$ cat config.mk
export PLATFORM = sky130hd
export DESIGN_NAME = adc_sample_sequencer
export DESIGN_NICKNAME = d
export VERILOG_FILES = /design/src/rtl/adc_seq_pkg.sv /design/src/rtl/adc_sample_sequencer.sv
export SDC_FILE = /design/constraint.sdc
export NUM_CORES = 1
export LEC_CHECK = 0
export ABC_CLOCK_PERIOD_IN_PS = 8600
export BUFFER_PORTS_ARGS = -buffer_cell sky130_fd_sc_hd__buf_2
export CAP_MARGIN = 20
export CORE_MARGIN = 2
export CORE_UTILIZATION = 30
export DETAILED_ROUTE_END_ITERATION = 10
export SYNTH_ARGS = -nofsm -noshare
export SYNTH_HDL_FRONTEND = slang
export SYNTH_SLANG_ARGS = --single-unit
$ cat constraint.sdc
create_clock -name clock -period 8.6 [get_ports clock]
set_clock_uncertainty 0.15 [all_clocks]
set_input_delay 0.43 -clock clock [delete_from_list [all_inputs] [get_ports clock]]
set_output_delay 0.43 -clock clock [all_outputs]
set_load 0.005 [all_outputs]
$ cat src/rtl/adc_seq_pkg.sv
// Register map, step layout and shared types of the sample sequencer
`default_nettype none
package adc_seq_pkg;
  localparam int NSEQ      = 4;
  localparam int MAX_STEPS = 8;

  // Register byte addresses
  localparam logic [7:0] A_ENABLE   = 8'h00;
  localparam logic [7:0] A_PRIO     = 8'h04;
  localparam logic [7:0] A_FLAGS    = 8'h08;
  localparam logic [7:0] A_IRQ_RAW  = 8'h0C;
  localparam logic [7:0] A_IRQ_MASK = 8'h10;
  localparam logic [7:0] A_SWTRIG   = 8'h14;
  localparam logic [7:0] A_FIFO     = 8'h20;
  localparam logic [7:0] A_COUNT    = 8'h30;
  localparam logic [7:0] A_STEP     = 8'h40;
  localparam logic [7:0] STEP_SPAN  = 8'h80;

  // Flag register layout
  localparam int F_OVF = 0;
  localparam int F_UDF = 4;

  // Reset values
  localparam logic [3:0] ENABLE_RST = 4'h0;
  localparam logic [7:0] PRIO_RST   = 8'hE4;
  localparam logic [3:0] MASK_RST   = 4'h0;

  typedef struct packed {
    logic       step_irq_on_done;
    logic       step_last_marker;
    logic       step_temp_sensor_sel;
    logic       step_diff_sel;
    logic [2:0] step_input_sel;
  } step_t;

  typedef struct packed {
    logic [2:0] chan;
    logic       diff;
    logic       temp;
  } conv_req_t;

  // Steps per trigger and FIFO depth of each sequence
  function automatic logic [3:0] seq_depth(input logic [1:0] s);
    unique case (s)
      2'd0: return 4'd8;
      2'd1: return 4'd4;
      2'd2: return 4'd4;
      2'd3: return 4'd1;
    endcase
  endfunction : seq_depth
endpackage : adc_seq_pkg
`default_nettype wire

$ cat src/rtl/adc_sample_sequencer.sv
// Sample sequencer: step tables, arbitration, sample FIFOs and flags
// Function
// - Each sequence returns results through its own FIFO, one sample per read.
// - Software can read how many samples a sequence FIFO holds.
// - A disabled sequence ignores its trigger; a run already under way still captures its samples.
// - An enabled sequence starts its steps when its trigger is seen.
// - A trigger while unread samples remain sets the overflow flag.
// - Overflow stays set until software clears it; no other effect.
// - Reading an empty sequence FIFO sets the underflow flag.
// - Underflow stays set until software clears it; no other effect.
// - Each step has a bit choosing differential or single-ended input.
// - Each step selects one of eight analog input channels.
// - Each step may select the temperature sensor instead of a channel.
// - A step with the end bit set ends the sequence.
// - A step with its interrupt bit raises the sequence interrupt when done.
// - Steps run in ascending order; 8, 4, 4, 1 valid steps per sequence.
// - Step settings are applied when that step is converted.
// - Sequences 0 to 3 capture at most 8, 4, 4, 1 samples.
// - Pending sequences are served by priority, 0 highest; ties go to the lower sequence.
`default_nettype none
module adc_sample_sequencer #(
  parameter int SAMPLE_W = 12
) (
  input  wire logic                   clock,
  input  wire logic                   nrst,
  input  wire logic [7:0]             addr,
  input  wire logic [31:0]            wdata,
  input  wire logic                   wr,
  input  wire logic                   rd,
  output var  logic [31:0]            rdata,
  input  wire logic [3:0]             trig,
  output var  logic                   conv_start,
  output var  adc_seq_pkg::conv_req_t conv_req,
  input  wire logic                   conv_done,
  input  wire logic [SAMPLE_W-1:0]    conv_data,
  output var  logic                   irq
);
  if (SAMPLE_W < 1 || SAMPLE_W > 32)
  begin : g_bad_width
    $error("SAMPLE_W must lie in 1..32");
  end

  typedef enum logic [1:0] {IDLE, START, WAIT} state_t;

  adc_seq_pkg::step_t cfg [adc_seq_pkg::NSEQ][adc_seq_pkg::MAX_STEPS];
  logic [SAMPLE_W-1:0] mem [adc_seq_pkg::NSEQ][adc_seq_pkg::MAX_STEPS];
  logic [2:0] rptr [adc_seq_pkg::NSEQ];
  logic [2:0] wptr [adc_seq_pkg::NSEQ];
  logic [3:0] cnt  [adc_seq_pkg::NSEQ];

  state_t     state;
  logic [1:0] cur;
  logic [2:0] step;
  logic [3:0] en;
  logic [7:0] prio;
  logic [3:0] pending;
  logic [3:0] ovf;
  logic [3:0] udf;
  logic [3:0] raw;
  logic [3:0] mask;

  logic [3:0] trg;
  logic [3:0] hit;
  logic [3:0] nonempty;
  logic [3:0] full;
  logic [3:0] pop;
  logic [3:0] udf_ev;
  logic [3:0] pick;
  logic [3:0] done_irq;
  logic [1:0] win;
  logic       push;
  adc_seq_pkg::step_t cs;
  logic [7:0] soff;

  // Aligned word inside a 16-byte group of four per-sequence registers
  function automatic logic in_group(input logic [7:0] a,
                                    input logic [7:0] base);
    return a[7:4] == base[7:4] && a[1:0] == 2'b00;
  endfunction : in_group

  function automatic logic [2:0] next_ptr(input logic [2:0] p,
                                          input logic [1:0] s);
    return ({1'b0, p} == adc_seq_pkg::seq_depth(s) - 4'd1) ? 3'd0
                                                           : p + 3'd1;
  endfunction : next_ptr

  // Lowest priority value wins; ties go to the lower sequence number
  function automatic logic [1:0] pick_winner(input logic [3:0] req,
                                             input logic [7:0] pr);
    logic [1:0] w;
    logic [2:0] best;
    w = 2'd0;
    best = 3'd4;
    for (int i = 0; i < adc_seq_pkg::NSEQ; i++)
    begin
      if (req[i] && {1'b0, pr[2*i +: 2]} < best)
      begin
        w = 2'(i);
        best = {1'b0, pr[2*i +: 2]};
      end
    end
    return w;
  endfunction : pick_winner

  always_comb
  begin
    trg = trig | ((wr && addr == adc_seq_pkg::A_SWTRIG) ? wdata[3:0]
                                                         : 4'h0);
    hit = trg & en;
    cs = cfg[cur][step];
    push = state == WAIT && conv_done;
    soff = addr - adc_seq_pkg::A_STEP;
    win = pick_winner(pending & en, prio);
    pick = (state == IDLE && |(pending & en)) ? 4'h1 << win : 4'h0;
    done_irq = (push && cs.step_irq_on_done) ? 4'h1 << cur : 4'h0;
    for (int s = 0; s < adc_seq_pkg::NSEQ; s++)
    begin
      nonempty[s] = cnt[s] != 4'd0;
      full[s] = cnt[s] == adc_seq_pkg::seq_depth(2'(s));
      pop[s] = rd && in_group(addr, adc_seq_pkg::A_FIFO)
               && addr[3:2] == 2'(s) && nonempty[s];
      udf_ev[s] = rd && in_group(addr, adc_seq_pkg::A_FIFO)
                  && addr[3:2] == 2'(s) && !nonempty[s];
    end
  end

  always_ff @(posedge clock or negedge nrst)
  begin
    if (!nrst)
    begin
      en <= adc_seq_pkg::ENABLE_RST;
      prio <= adc_seq_pkg::PRIO_RST;
      mask <= adc_seq_pkg::MASK_RST;
    end
    else if (wr)
    begin
      if (addr == adc_seq_pkg::A_ENABLE)
        en <= wdata[3:0];
      if (addr == adc_seq_pkg::A_PRIO)
        prio <= wdata[7:0];
      if (addr == adc_seq_pkg::A_IRQ_MASK)
        mask <= wdata[3:0];
    end
  end

  // Step tables; writes past a sequence's last valid step are dropped
  always_ff @(posedge clock or negedge nrst)
  begin
    if (!nrst)
    begin
      for (int s = 0; s < adc_seq_pkg::NSEQ; s++)
        for (int t = 0; t < adc_seq_pkg::MAX_STEPS; t++)
          cfg[s][t] <= '0;
    end
    else if (wr && soff < adc_seq_pkg::STEP_SPAN && soff[1:0] == 2'b00
             && {1'b0, soff[4:2]} < adc_seq_pkg::seq_depth(soff[6:5]))
      cfg[soff[6:5]][soff[4:2]] <= wdata[6:0];
  end

  // Set wins over a clearing write in the same cycle
  always_ff @(posedge clock or negedge nrst)
  begin
    if (!nrst)
    begin
      ovf <= 4'h0;
      udf <= 4'h0;
    end
    else
    begin
      ovf <= (ovf & ~((wr && addr == adc_seq_pkg::A_FLAGS)
              ? wdata[adc_seq_pkg::F_OVF +: 4] : 4'h0))
             | (hit & nonempty);
      udf <= (udf & ~((wr && addr == adc_seq_pkg::A_FLAGS)
              ? wdata[adc_seq_pkg::F_UDF +: 4] : 4'h0))
             | udf_ev;
    end
  end

  always_ff @(posedge clock or negedge nrst)
  begin
    if (!nrst)
    begin
      raw <= 4'h0;
      irq <= 1'b0;
    end
    else
    begin
      raw <= (raw & ~((wr && addr == adc_seq_pkg::A_IRQ_RAW)
              ? wdata[3:0] : 4'h0)) | done_irq;
      irq <= |(raw & mask);
    end
  end

  // A trigger landing on the cycle its sequence is picked stays pending
  always_ff @(posedge clock or negedge nrst)
  begin
    if (!nrst)
      pending <= 4'h0;
    else
      pending <= (pending & ~pick) | hit;
  end

  always_ff @(posedge clock or negedge nrst)
  begin
    if (!nrst)
    begin
      state <= IDLE;
      cur <= 2'd0;
      step <= 3'd0;
      conv_start <= 1'b0;
      conv_req <= '0;
    end
    else
    begin
      conv_start <= 1'b0;
      unique case (state)
        IDLE:
          if (|(pending & en))
          begin
            cur <= win;
            step <= 3'd0;
            state <= START;
          end
        START:
        begin
          conv_start <= 1'b1;
          conv_req.chan <= cs.step_input_sel;
          conv_req.diff <= cs.step_diff_sel;
          conv_req.temp <= cs.step_temp_sensor_sel;
          state <= WAIT;
        end
        WAIT:
          if (conv_done)
          begin
            if (cs.step_last_marker || {1'b0, step} ==
                adc_seq_pkg::seq_depth(cur) - 4'd1)
              state <= IDLE;
            else
            begin
              step <= step + 3'd1;
              state <= START;
            end
          end
      endcase
    end
  end

  // A full FIFO drops the new sample; the drop itself does not set overflow
  always_ff @(posedge clock or negedge nrst)
  begin
    if (!nrst)
    begin
      for (int s = 0; s < adc_seq_pkg::NSEQ; s++)
      begin
        rptr[s] <= 3'd0;
        wptr[s] <= 3'd0;
        cnt[s] <= 4'd0;
      end
    end
    else
    begin
      for (int s = 0; s < adc_seq_pkg::NSEQ; s++)
      begin
        if (push && cur == 2'(s) && !full[s])
        begin
          mem[s][wptr[s]] <= conv_data;
          wptr[s] <= next_ptr(wptr[s], 2'(s));
        end
        if (pop[s])
          rptr[s] <= next_ptr(rptr[s], 2'(s));
        cnt[s] <= cnt[s] + {3'd0, push && cur == 2'(s) && !full[s]}
                  - {3'd0, pop[s]};
      end
    end
  end

  always_ff @(posedge clock or negedge nrst)
  begin
    if (!nrst)
      rdata <= 32'h0;
    else if (!rd)
      rdata <= 32'h0;
    else if (in_group(addr, adc_seq_pkg::A_FIFO))
      rdata <= nonempty[addr[3:2]]
               ? 32'(mem[addr[3:2]][rptr[addr[3:2]]]) : 32'h0;
    else if (in_group(addr, adc_seq_pkg::A_COUNT))
      rdata <= {28'h0, cnt[addr[3:2]]};
    else if (soff < adc_seq_pkg::STEP_SPAN && soff[1:0] == 2'b00)
      rdata <= {25'h0, cfg[soff[6:5]][soff[4:2]]};
    else
      unique case (addr)
        adc_seq_pkg::A_ENABLE:   rdata <= {28'h0, en};
        adc_seq_pkg::A_PRIO:     rdata <= {24'h0, prio};
        adc_seq_pkg::A_FLAGS:    rdata <= {24'h0, udf, ovf};
        adc_seq_pkg::A_IRQ_RAW:  rdata <= {28'h0, raw};
        adc_seq_pkg::A_IRQ_MASK: rdata <= {28'h0, mask};
        default:                 rdata <= 32'h0;
      endcase
  end
endmodule : adc_sample_sequencer
`default_nettype wire

==> results of run 1 <==
## per-layer routing
layer / part of all wire (%) / GRT usage [%] / wire [um] / up-vias
met5: 0.043 / 0 / 36 / -
met4: 1.9 / 3.533 / 1593 / 6
met3: 7.6 / 3.547 / 6332 / 114
met2: 47 / 24.07 / 39620 / 748
li1: - / - / - / 7813
met1: 43 / 20.77 / 36110 / 9850
## power by group through the flow
stage / clock network (mW) / registers [mW] / logic [mW]
5_1_grt: 3.44 / 4.01 / 1.42
3_5_place_dp: 0 / 4.04 / 1.30
2_1_floorplan: 0 / 3.91 / 0.967
6_report: 3.22 / 3.98 / 1.29
4_1_cts: 3.30 / 3.98 / 1.30
3_3_place_gp: 0 / 4.03 / 1.26
## registers in the layout, indices dropped and copies added (netlist names), 4 cells and up
| register | flops |
|---|---|
| cnt | 16 |
| wptr | 12 |
| conv_req | 5 |
| raw | 4 |
| prio | 8 |
| mask | 4 |
| cfg | 224 |
| en | 4 |
| rptr | 12 |
| ovf | 4 |
| udf | 4 |
| mem | 384 |
| pending | 4 |
| rdata | 12 |
## what timing repair did
action | in CTS | in global routing
hold buffers | 2 | 0
resized for setup | 0 | 0
hold endpoints to repair | 49 | 0
## layout make-up
cell class                 instances  area share (%)
tap                             1403           4.758
inverter                          57          0.5799
clock buffer                     119           6.111
multi-input combinational       1104           33.13
clock inverter                    19          0.6002
sequential                       706           53.12
timing repair buffer              95           1.702
## cell usage in the layout (no fill, tap or decap), types with 8 or more instances in the layout
cell	Yosys	routed
a211oi_1	28	28
a21o_1	11	11
a21oi_1	46	46
a22o_1	10	10
a22oi_1	16	16
and3_1	8	8
buf_2	39	51
buf_4	26	38
clkbuf_1	64	25
clkbuf_16	0	77
clkbuf_8	0	18
conb_1	1	20
dfrtp_1	318	316
edfxtp_1	384	384
ha_1	45	45
inv_1	57	57
mux2_2	259	259
mux2i_1	53	53
mux4_2	234	234
nand2_1	112	112
nand2b_1	14	14
nand3_1	29	29
nand3b_1	10	10
nor2_1	56	41
nor2_2	3	18
nor2b_1	31	31
o211ai_1	8	8
o21ai_0	30	30
o22ai_1	9	9
## cell families after synthesis
family	count (synthesis)	synth area share, %
AO/OA/AOI/OAI	184	3.769
XOR/XNOR	8	0.2151
adder cells (fa/ha/maj)	49	1.975
buffers and inverters	199	2.766
flip-flops	706	60.16
multiplexers	546	26.76
other	1	0.01151
AND/OR/NAND/NOR	297	4.341
## per-stage QoR
step	hold slack [ns]	total power [mW]	cell area (um^2)	worst slack, ns
after floorplan	-0.01559	4.874	32640	4.744
after detailed placement	0.2466	5.341	34370	3.929
after global placement	0.2281	5.293	34370	3.955
after CTS	0.02100	8.580	36870	4.452
final	0.06282	8.498	36900	4.388
after global routing	0.05455	8.865	36900	4.123
## worst paths after layout
kind	from	cells after the start	to	slack, ns
worst max-delay path	en[0]	15	pending[3]	4.39
worst min register to register	conv_req[0]	2	conv_req[0]	0.33
max in group asynchronous	nrst	4	cfg[140]	6.08
worst min-delay path	conv_done	3	state[1]	0.06
worst max register to register	en[0]	15	pending[3]	4.39
min in group asynchronous	nrst	2	cnt[6]	0.19
## worst reg2reg max path, stage by stage, from the launching register on
cell and delay, ns:
dfrtp_1 0.50, nand3_1 0.15, ha_1 0.33, a21oi_1 0.07, o211ai_1 0.26, mux2_2 0.40, ha_1 0.20, nand3b_1 0.20
o22ai_1 0.20, a21o_1 0.21, a21oi_1 0.10, ha_1 0.20, a2111oi_0 0.48, a32oi_1 0.26, nand2b_1 0.21, a21o_1 0.18
==> qor.yml, run 1 <==
status: "completed"
hpwl_um: 53000
totalNegativeSetupSlack_ns: 0
irDropWorstVdd_v: 0.0001247
ys_seq_area_share_pct: 60.16
seqCellArea_um2: 19600
grt_pass1_wl_um: 125900
comb_power_share_pct: 15.2
slowest_delay_ns: 0.50
crit_family: "compound AO/OA/AOI/OAI gates"
worst-endpoint-arrival_ns: 4.58
cts_sinks: 706
crit_slowest_cell: "dfrtp_1"
p_clk_share_pct: 37.9
diodes: 0
rows: 120
cts_inserted_buffers: 76
post_cts.repair.setup_buffers: 0
seq_power_share_pct: 46.8
synth_cell_types: 61
cts_tree: "done"
worstPathRequired_ns: 8.97
syn_inst: 1990
dp.cells: 3362
first_iter_violations: 1735
die-width_um: 333.5
synth_top_area_cell: "edfxtp_1"
drv_cap: 0
worst_pin_slew_ns: 1.058
cts_buffer_depth: 3
track_usage_pct: 15.07
setup.worst_path.class: "flop to flop"
synth_area_um2: 32570
cts-htree-levels: 3
report.final.hold_viol_count: 0
grt_max_degree: 79
fin_nets: 2150
rsz0062_at_grt: "false"
internal-power_mw: 6.184
hold_path_class: "input pin to flop"
netSwitchingPower_mw: 2.313
powerDensity_nw_per_um2: 230.3
fin_util_pct: 34.37
die_area_um2: 111200
period_minus_slack_ns: 4.212
multi_input_area_um2: 12230
slew_violations: 0
pin_count: 100
ys_warn_count: 0
worst_setup_path_end_kind: "flop"
core_um2: 107400
async_flop_share_pct: 45.61
antenna_found_initial: 5
clkTransAtPathRegs_ns: 0.06
final_layout_size_suffix_gt1_share_pct: 34.90
antenna_left: 0
grt_overflow: 0
synth.area.top_cells: "edfxtp_1 (35%), dfrtp_1 (24%), mux4_2 (16%)"
crit_path_max_fanout: 8
initial_utilization_pct: 30.34
critPathLaunchType: "flop"
die_h_um: 333.5
yosysTopAreaCellShare_pct: 35.40
p_sw_share_pct: 27.22
finalSetupViolations: 0
cpMostUsedCell: "ha_1"
wl_per_cell_um: 23.89
vias: 18530
fillers: 10080
firstDrtPassIters: 6
worstSkewPairLatency_ns: 0.64
leakagePower_nw: 14.32
synth_edf_count: 384
grt_pass1_vias: 19140
ys_seq_elements: 706
drcViolationCount: 0
slew_headroom_pct: 29.46
avgSynthCellArea_um2: 16.37
syn_to_final_growth_pct: 13.29
io_buffers: 55
yosysMostFrequentCell: "edfxtp_1"
root_buffer: "clkbuf_16"
yosys-top-cells-count: "edfxtp_1 (384), dfrtp_1 (318), mux2_2 (259)"
cp_num_buf_inv: 0
min_period_over_period_pct: 48.97
fmax_mhz: 237.4
wirelength_um: 83690
path_cells: "nand3_1 > ha_1 > a21oi_1 > o211ai_1 > mux2_2 > ha_1 > nand3b_1 > o22ai_1 > a21o_1 > a21oi_1 > ha_1 > a2111oi_0 > a32oi_1 > nand2b_1 > a21o_1"
detail_route.vias_per_cell: 5.290
instances_no_fill: 3503
synth_ff_type: "edfxtp_1"
place_congestion: 0.8423
Power figures use the tool's default switching activity.
==> run 2: changes to the inputs <==
- ABC_AREA: unset -> 1
- ABC_CLOCK_PERIOD_IN_PS: 8600 -> 3600
- clock period: 8.6 -> 3.6 ns (I/O delays scaled with it)
==> run 2 against run 1 <==
Effect of this change: sequential share of layout area increased by 0.098 points; area after synthesis decreased by 2.3%; cell count increased by 34%; largest power group unchanged.
==> qor.yml, run 2 <==
largest_reg_flops: 384  # unchanged
critPathLaunchType: "flop"
pin_count: 100  # unchanged
yosysMostFrequentCell: "nand2_1"
hpwl_um: 61420  # +16%
grt_pass1_vias: 23010  # +20%
cp_num_buf_inv: 3  # +3
wirelength_um: 98500  # +18%
final_layout_size_suffix_gt1_share_pct: 10.10  # -25 points
ys_seq_area_share_pct: 61.60  # +1.4 points
internal-power_mw: 14.48  # +130%
leakagePower_nw: 14.36  # +0.24%
first_iter_violations: 2628  # +51%
place_congestion: 0.9039  # +7.3%
crit_path_end: "pending[0]"
p_sw_share_pct: 30.53  # +3.3 points
cts_inserted_buffers: 73  # -3.9%
worst-endpoint-arrival_ns: 3.68  # -0.90 ns
yosys-top-cells-count: "nand2_1 (839), edfxtp_1 (384), dfrtp_1 (318)"
crit_path_max_fanout: 7  # -1
slew_headroom_pct: 26.72  # -2.7 points
worst_setup_path_end_kind: "flop"
slew_violations: 0  # unchanged
cts_tree: "done"
powerDensity_nw_per_um2: 566.2  # +150%
worstSkewPairLatency_ns: 0.64  # about the same
setup.worst_path.class: "flop to flop"
syn_inst: 3182  # +60%
cpMostUsedCell: "nand2_1"
ys_seq_elements: 706  # unchanged
vias: 24640  # +33%
root_buffer: "clkbuf_16"
total_power_mw: 20.85  # +150%
seq_power_share_pct: 45.1  # -1.7 points
syn_to_final_growth_pct: 15.76
netSwitchingPower_mw: 6.364  # +180%
firstDrtPassIters: 6  # unchanged
r2r_slack_ns: 0.27  # -4.12 ns
detail_route.vias_per_cell: 5.233  # -1.1%
synth_top_area_cell: "edfxtp_1"
period_minus_slack_ns: 3.329  # -0.8823 ns
grt_pass1_wl_um: 148000  # +18%
synth_area_um2: 31810  # -2.3%
worstPathRequired_ns: 3.95  # -5.02 ns
slowest_delay_ns: 0.39  # -0.11 ns
setup_slack_ns: 0.2706  # -4.118 ns
die-width_um: 329.6  # -1.2%
fillers: 10450  # +3.7%
grt_max_degree: 122  # +54%
worstReg2RegStart: "en[0]"
wl_per_cell_um: 20.92  # -12%
yosysTopAreaCellShare_pct: 36.25  # +0.85 points
initial_utilization_pct: 30.22  # -0.12 points
synth_edf_count: 384  # unchanged
cts_sinks: 706  # unchanged
status: "completed"
hold_path_class: "input pin to flop"
clkTransAtPathRegs_ns: 0.06  # about the same
report.final.hold_viol_count: 0  # unchanged
antenna_found_initial: 2  # -3
synth.area.top_cells: "edfxtp_1 (36%), dfrtp_1 (25%), nand2_1 (9.9%)"
synth_cell_types: 50  # -18%
fin_nets: 3367  # +57%
antenna_left: 0  # unchanged
drv_cap: 0  # unchanged
async_flop_share_pct: 45.61  # unchanged
dp_slack_ns: 0.1313  # -3.798 ns
comb_power_share_pct: 18.1  # +2.9 points
min_period_over_period_pct: 92.48  # +44 points
ys_warn_count: 0  # unchanged
cp.depth: 24  # +9
layout_commonest_cell: "nand2_1"
fmax_mhz: 300.4  # +26%
crit_family: "simple AND/OR/NAND/NOR gates"
die_h_um: 329.6  # -1.2%
io_buffers: 55  # unchanged
synth_ff_type: "edfxtp_1"
worst_pin_slew_ns: 1.099  # +0.04115 ns
cts_buffer_depth: 3  # unchanged
finalSetupViolations: 0  # unchanged
irDropWorstVdd_v: 0.0004021  # +220%
totalNegativeSetupSlack_ns: 0  # unchanged
crit_start: "en[0]"
p_clk_share_pct: 36.8  # -1.1 points
r2r_cells: 24  # +9
whs_ns: 0.06839  # +0.005573 ns
crit_slowest_cell: "dfrtp_1"
avgSynthCellArea_um2: 9.996  # -39%
rows: 119  # -0.83%
die_area_um2: 108600  # -2.3%
cts-htree-levels: 3  # unchanged
core_um2: 105300  # -1.9%
rsz0062_at_grt: "false"
path_cells: "nand2_1 > inv_1 > nand2_1 > ha_1 > inv_1 > nor2_1 > nand2_1 > nand2_2 > nand2_1 > o21ai_1 > ha_1 > inv_1 > nor2_1 > nand2_1 > nand3_2 > nand2_1 > o21ai_0 > ha_1 > a21boi_0 > nand2_1 > nand2_2 > nand3_1 > nand2_1 > nand2_1"
drcViolationCount: 0  # unchanged
rr_endpoint: "pending[0]"
track_usage_pct: 17.86  # +2.8 points
final_cell_mix: "nand2_1 (837), edfxtp_1 (384), dfrtp_1 (318)"
grt_overflow: 0  # unchanged
-- run 2: cell count changes after synthesis, moves of 102 or more --
cell	change
nand3_1	+102
nand2_1	+727
o21ai_0	+270
mux2_2	-259
mux4_2	-234
a22oi_1	+134
inv_1	+102
-- run 2: cell type report --
| cell class | instances | area [um^2] | share of cell area, % |
|---|---|---|---|
| sequential | 706 | 19590 | 53.21 |
| multi-input combinational | 2115 | 10860 | 29.51 |
| clock buffer | 110 | 2086 | 5.665 |
| tap | 1391 | 1740 | 4.727 |
| timing repair buffer | 186 | 1549 | 4.207 |
| inverter | 175 | 661.9 | 1.798 |
| clock inverter | 25 | 322.8 | 0.8767 |
| antenna | 1 | 2.502 | 0.006796 |
-- run 2: metal layers --
layer | GRT usage, % | wire, um
met1 | 25.43 | 43370
met2 | 27.26 | 43800
met3 | 3.567 | 8491
met4 | 5.721 | 2837
met5 | 0 | 13
-- run 2: power by group through the flow --
| stage | sequential [mW] | combinational, mW | clock [mW] |
|---|---|---|---|
| after floorplan | 9.41 | 2.16 | 0 |
| after global placement | 9.53 | 3.62 | 0 |
| after detailed placement | 9.54 | 3.68 | 0 |
| after CTS | 9.39 | 3.72 | 7.79 |
| after global routing | 9.45 | 4.10 | 8.10 |
| final | 9.40 | 3.78 | 7.67 |
-- run 2: kinds of logic after synthesis --
logic type	count (synthesis)	share of synthesized area, %
and+or+nand+nor	1248	16.31
AOI/OAI and AO/OA	788	14.70
DFF	706	61.60
buffers and inverters	380	5.074
adders and majority gates	49	2.022
xor gates and xnor gates	10	0.2754
other	1	0.01179
-- run 2: stage by stage --
| stage | instances | util, % | area [um^2] |
|---|---|---|---|
| final | 4709 | 34.98 | 36820 |
| after global routing | 4708 | 34.98 | 36820 |
| after CTS | 4705 | 34.94 | 36790 |
| after detailed placement | 4541 | 32.36 | 34070 |
| after global placement | 4541 | 32.36 | 34070 |
| after floorplan | 3201 | - | 31880 |
-- run 2: worst min-delay path, stage by stage --
cell	delay, ns
buf_2	0.31
nor4_4	0.12
a21oi_1	0.18
-- run 2: how the worst min path moves through the flow --
stage               startpoint       end  slack (ns)  depth (start not counted)
finish                 addr[4]  rdata[7]        0.07                          3
floorplan                 nrst    cfg[0]       -0.27                          0
detailed placement        nrst   cfg[15]       0.004                          1
global placement          nrst  cfg[136]       0.002                          1
global route           addr[4]  rdata[7]        0.07                          3
CTS                    addr[4]  rdata[7]        0.02                          3
-- run 2: repair_timing --
item,CTS,global route
buffers inserted,0,3
hold buffers,29,0
gates resized for setup,0,4
endpoints found under the hold margin,705,0
endpoints found under the setup margin,0,6
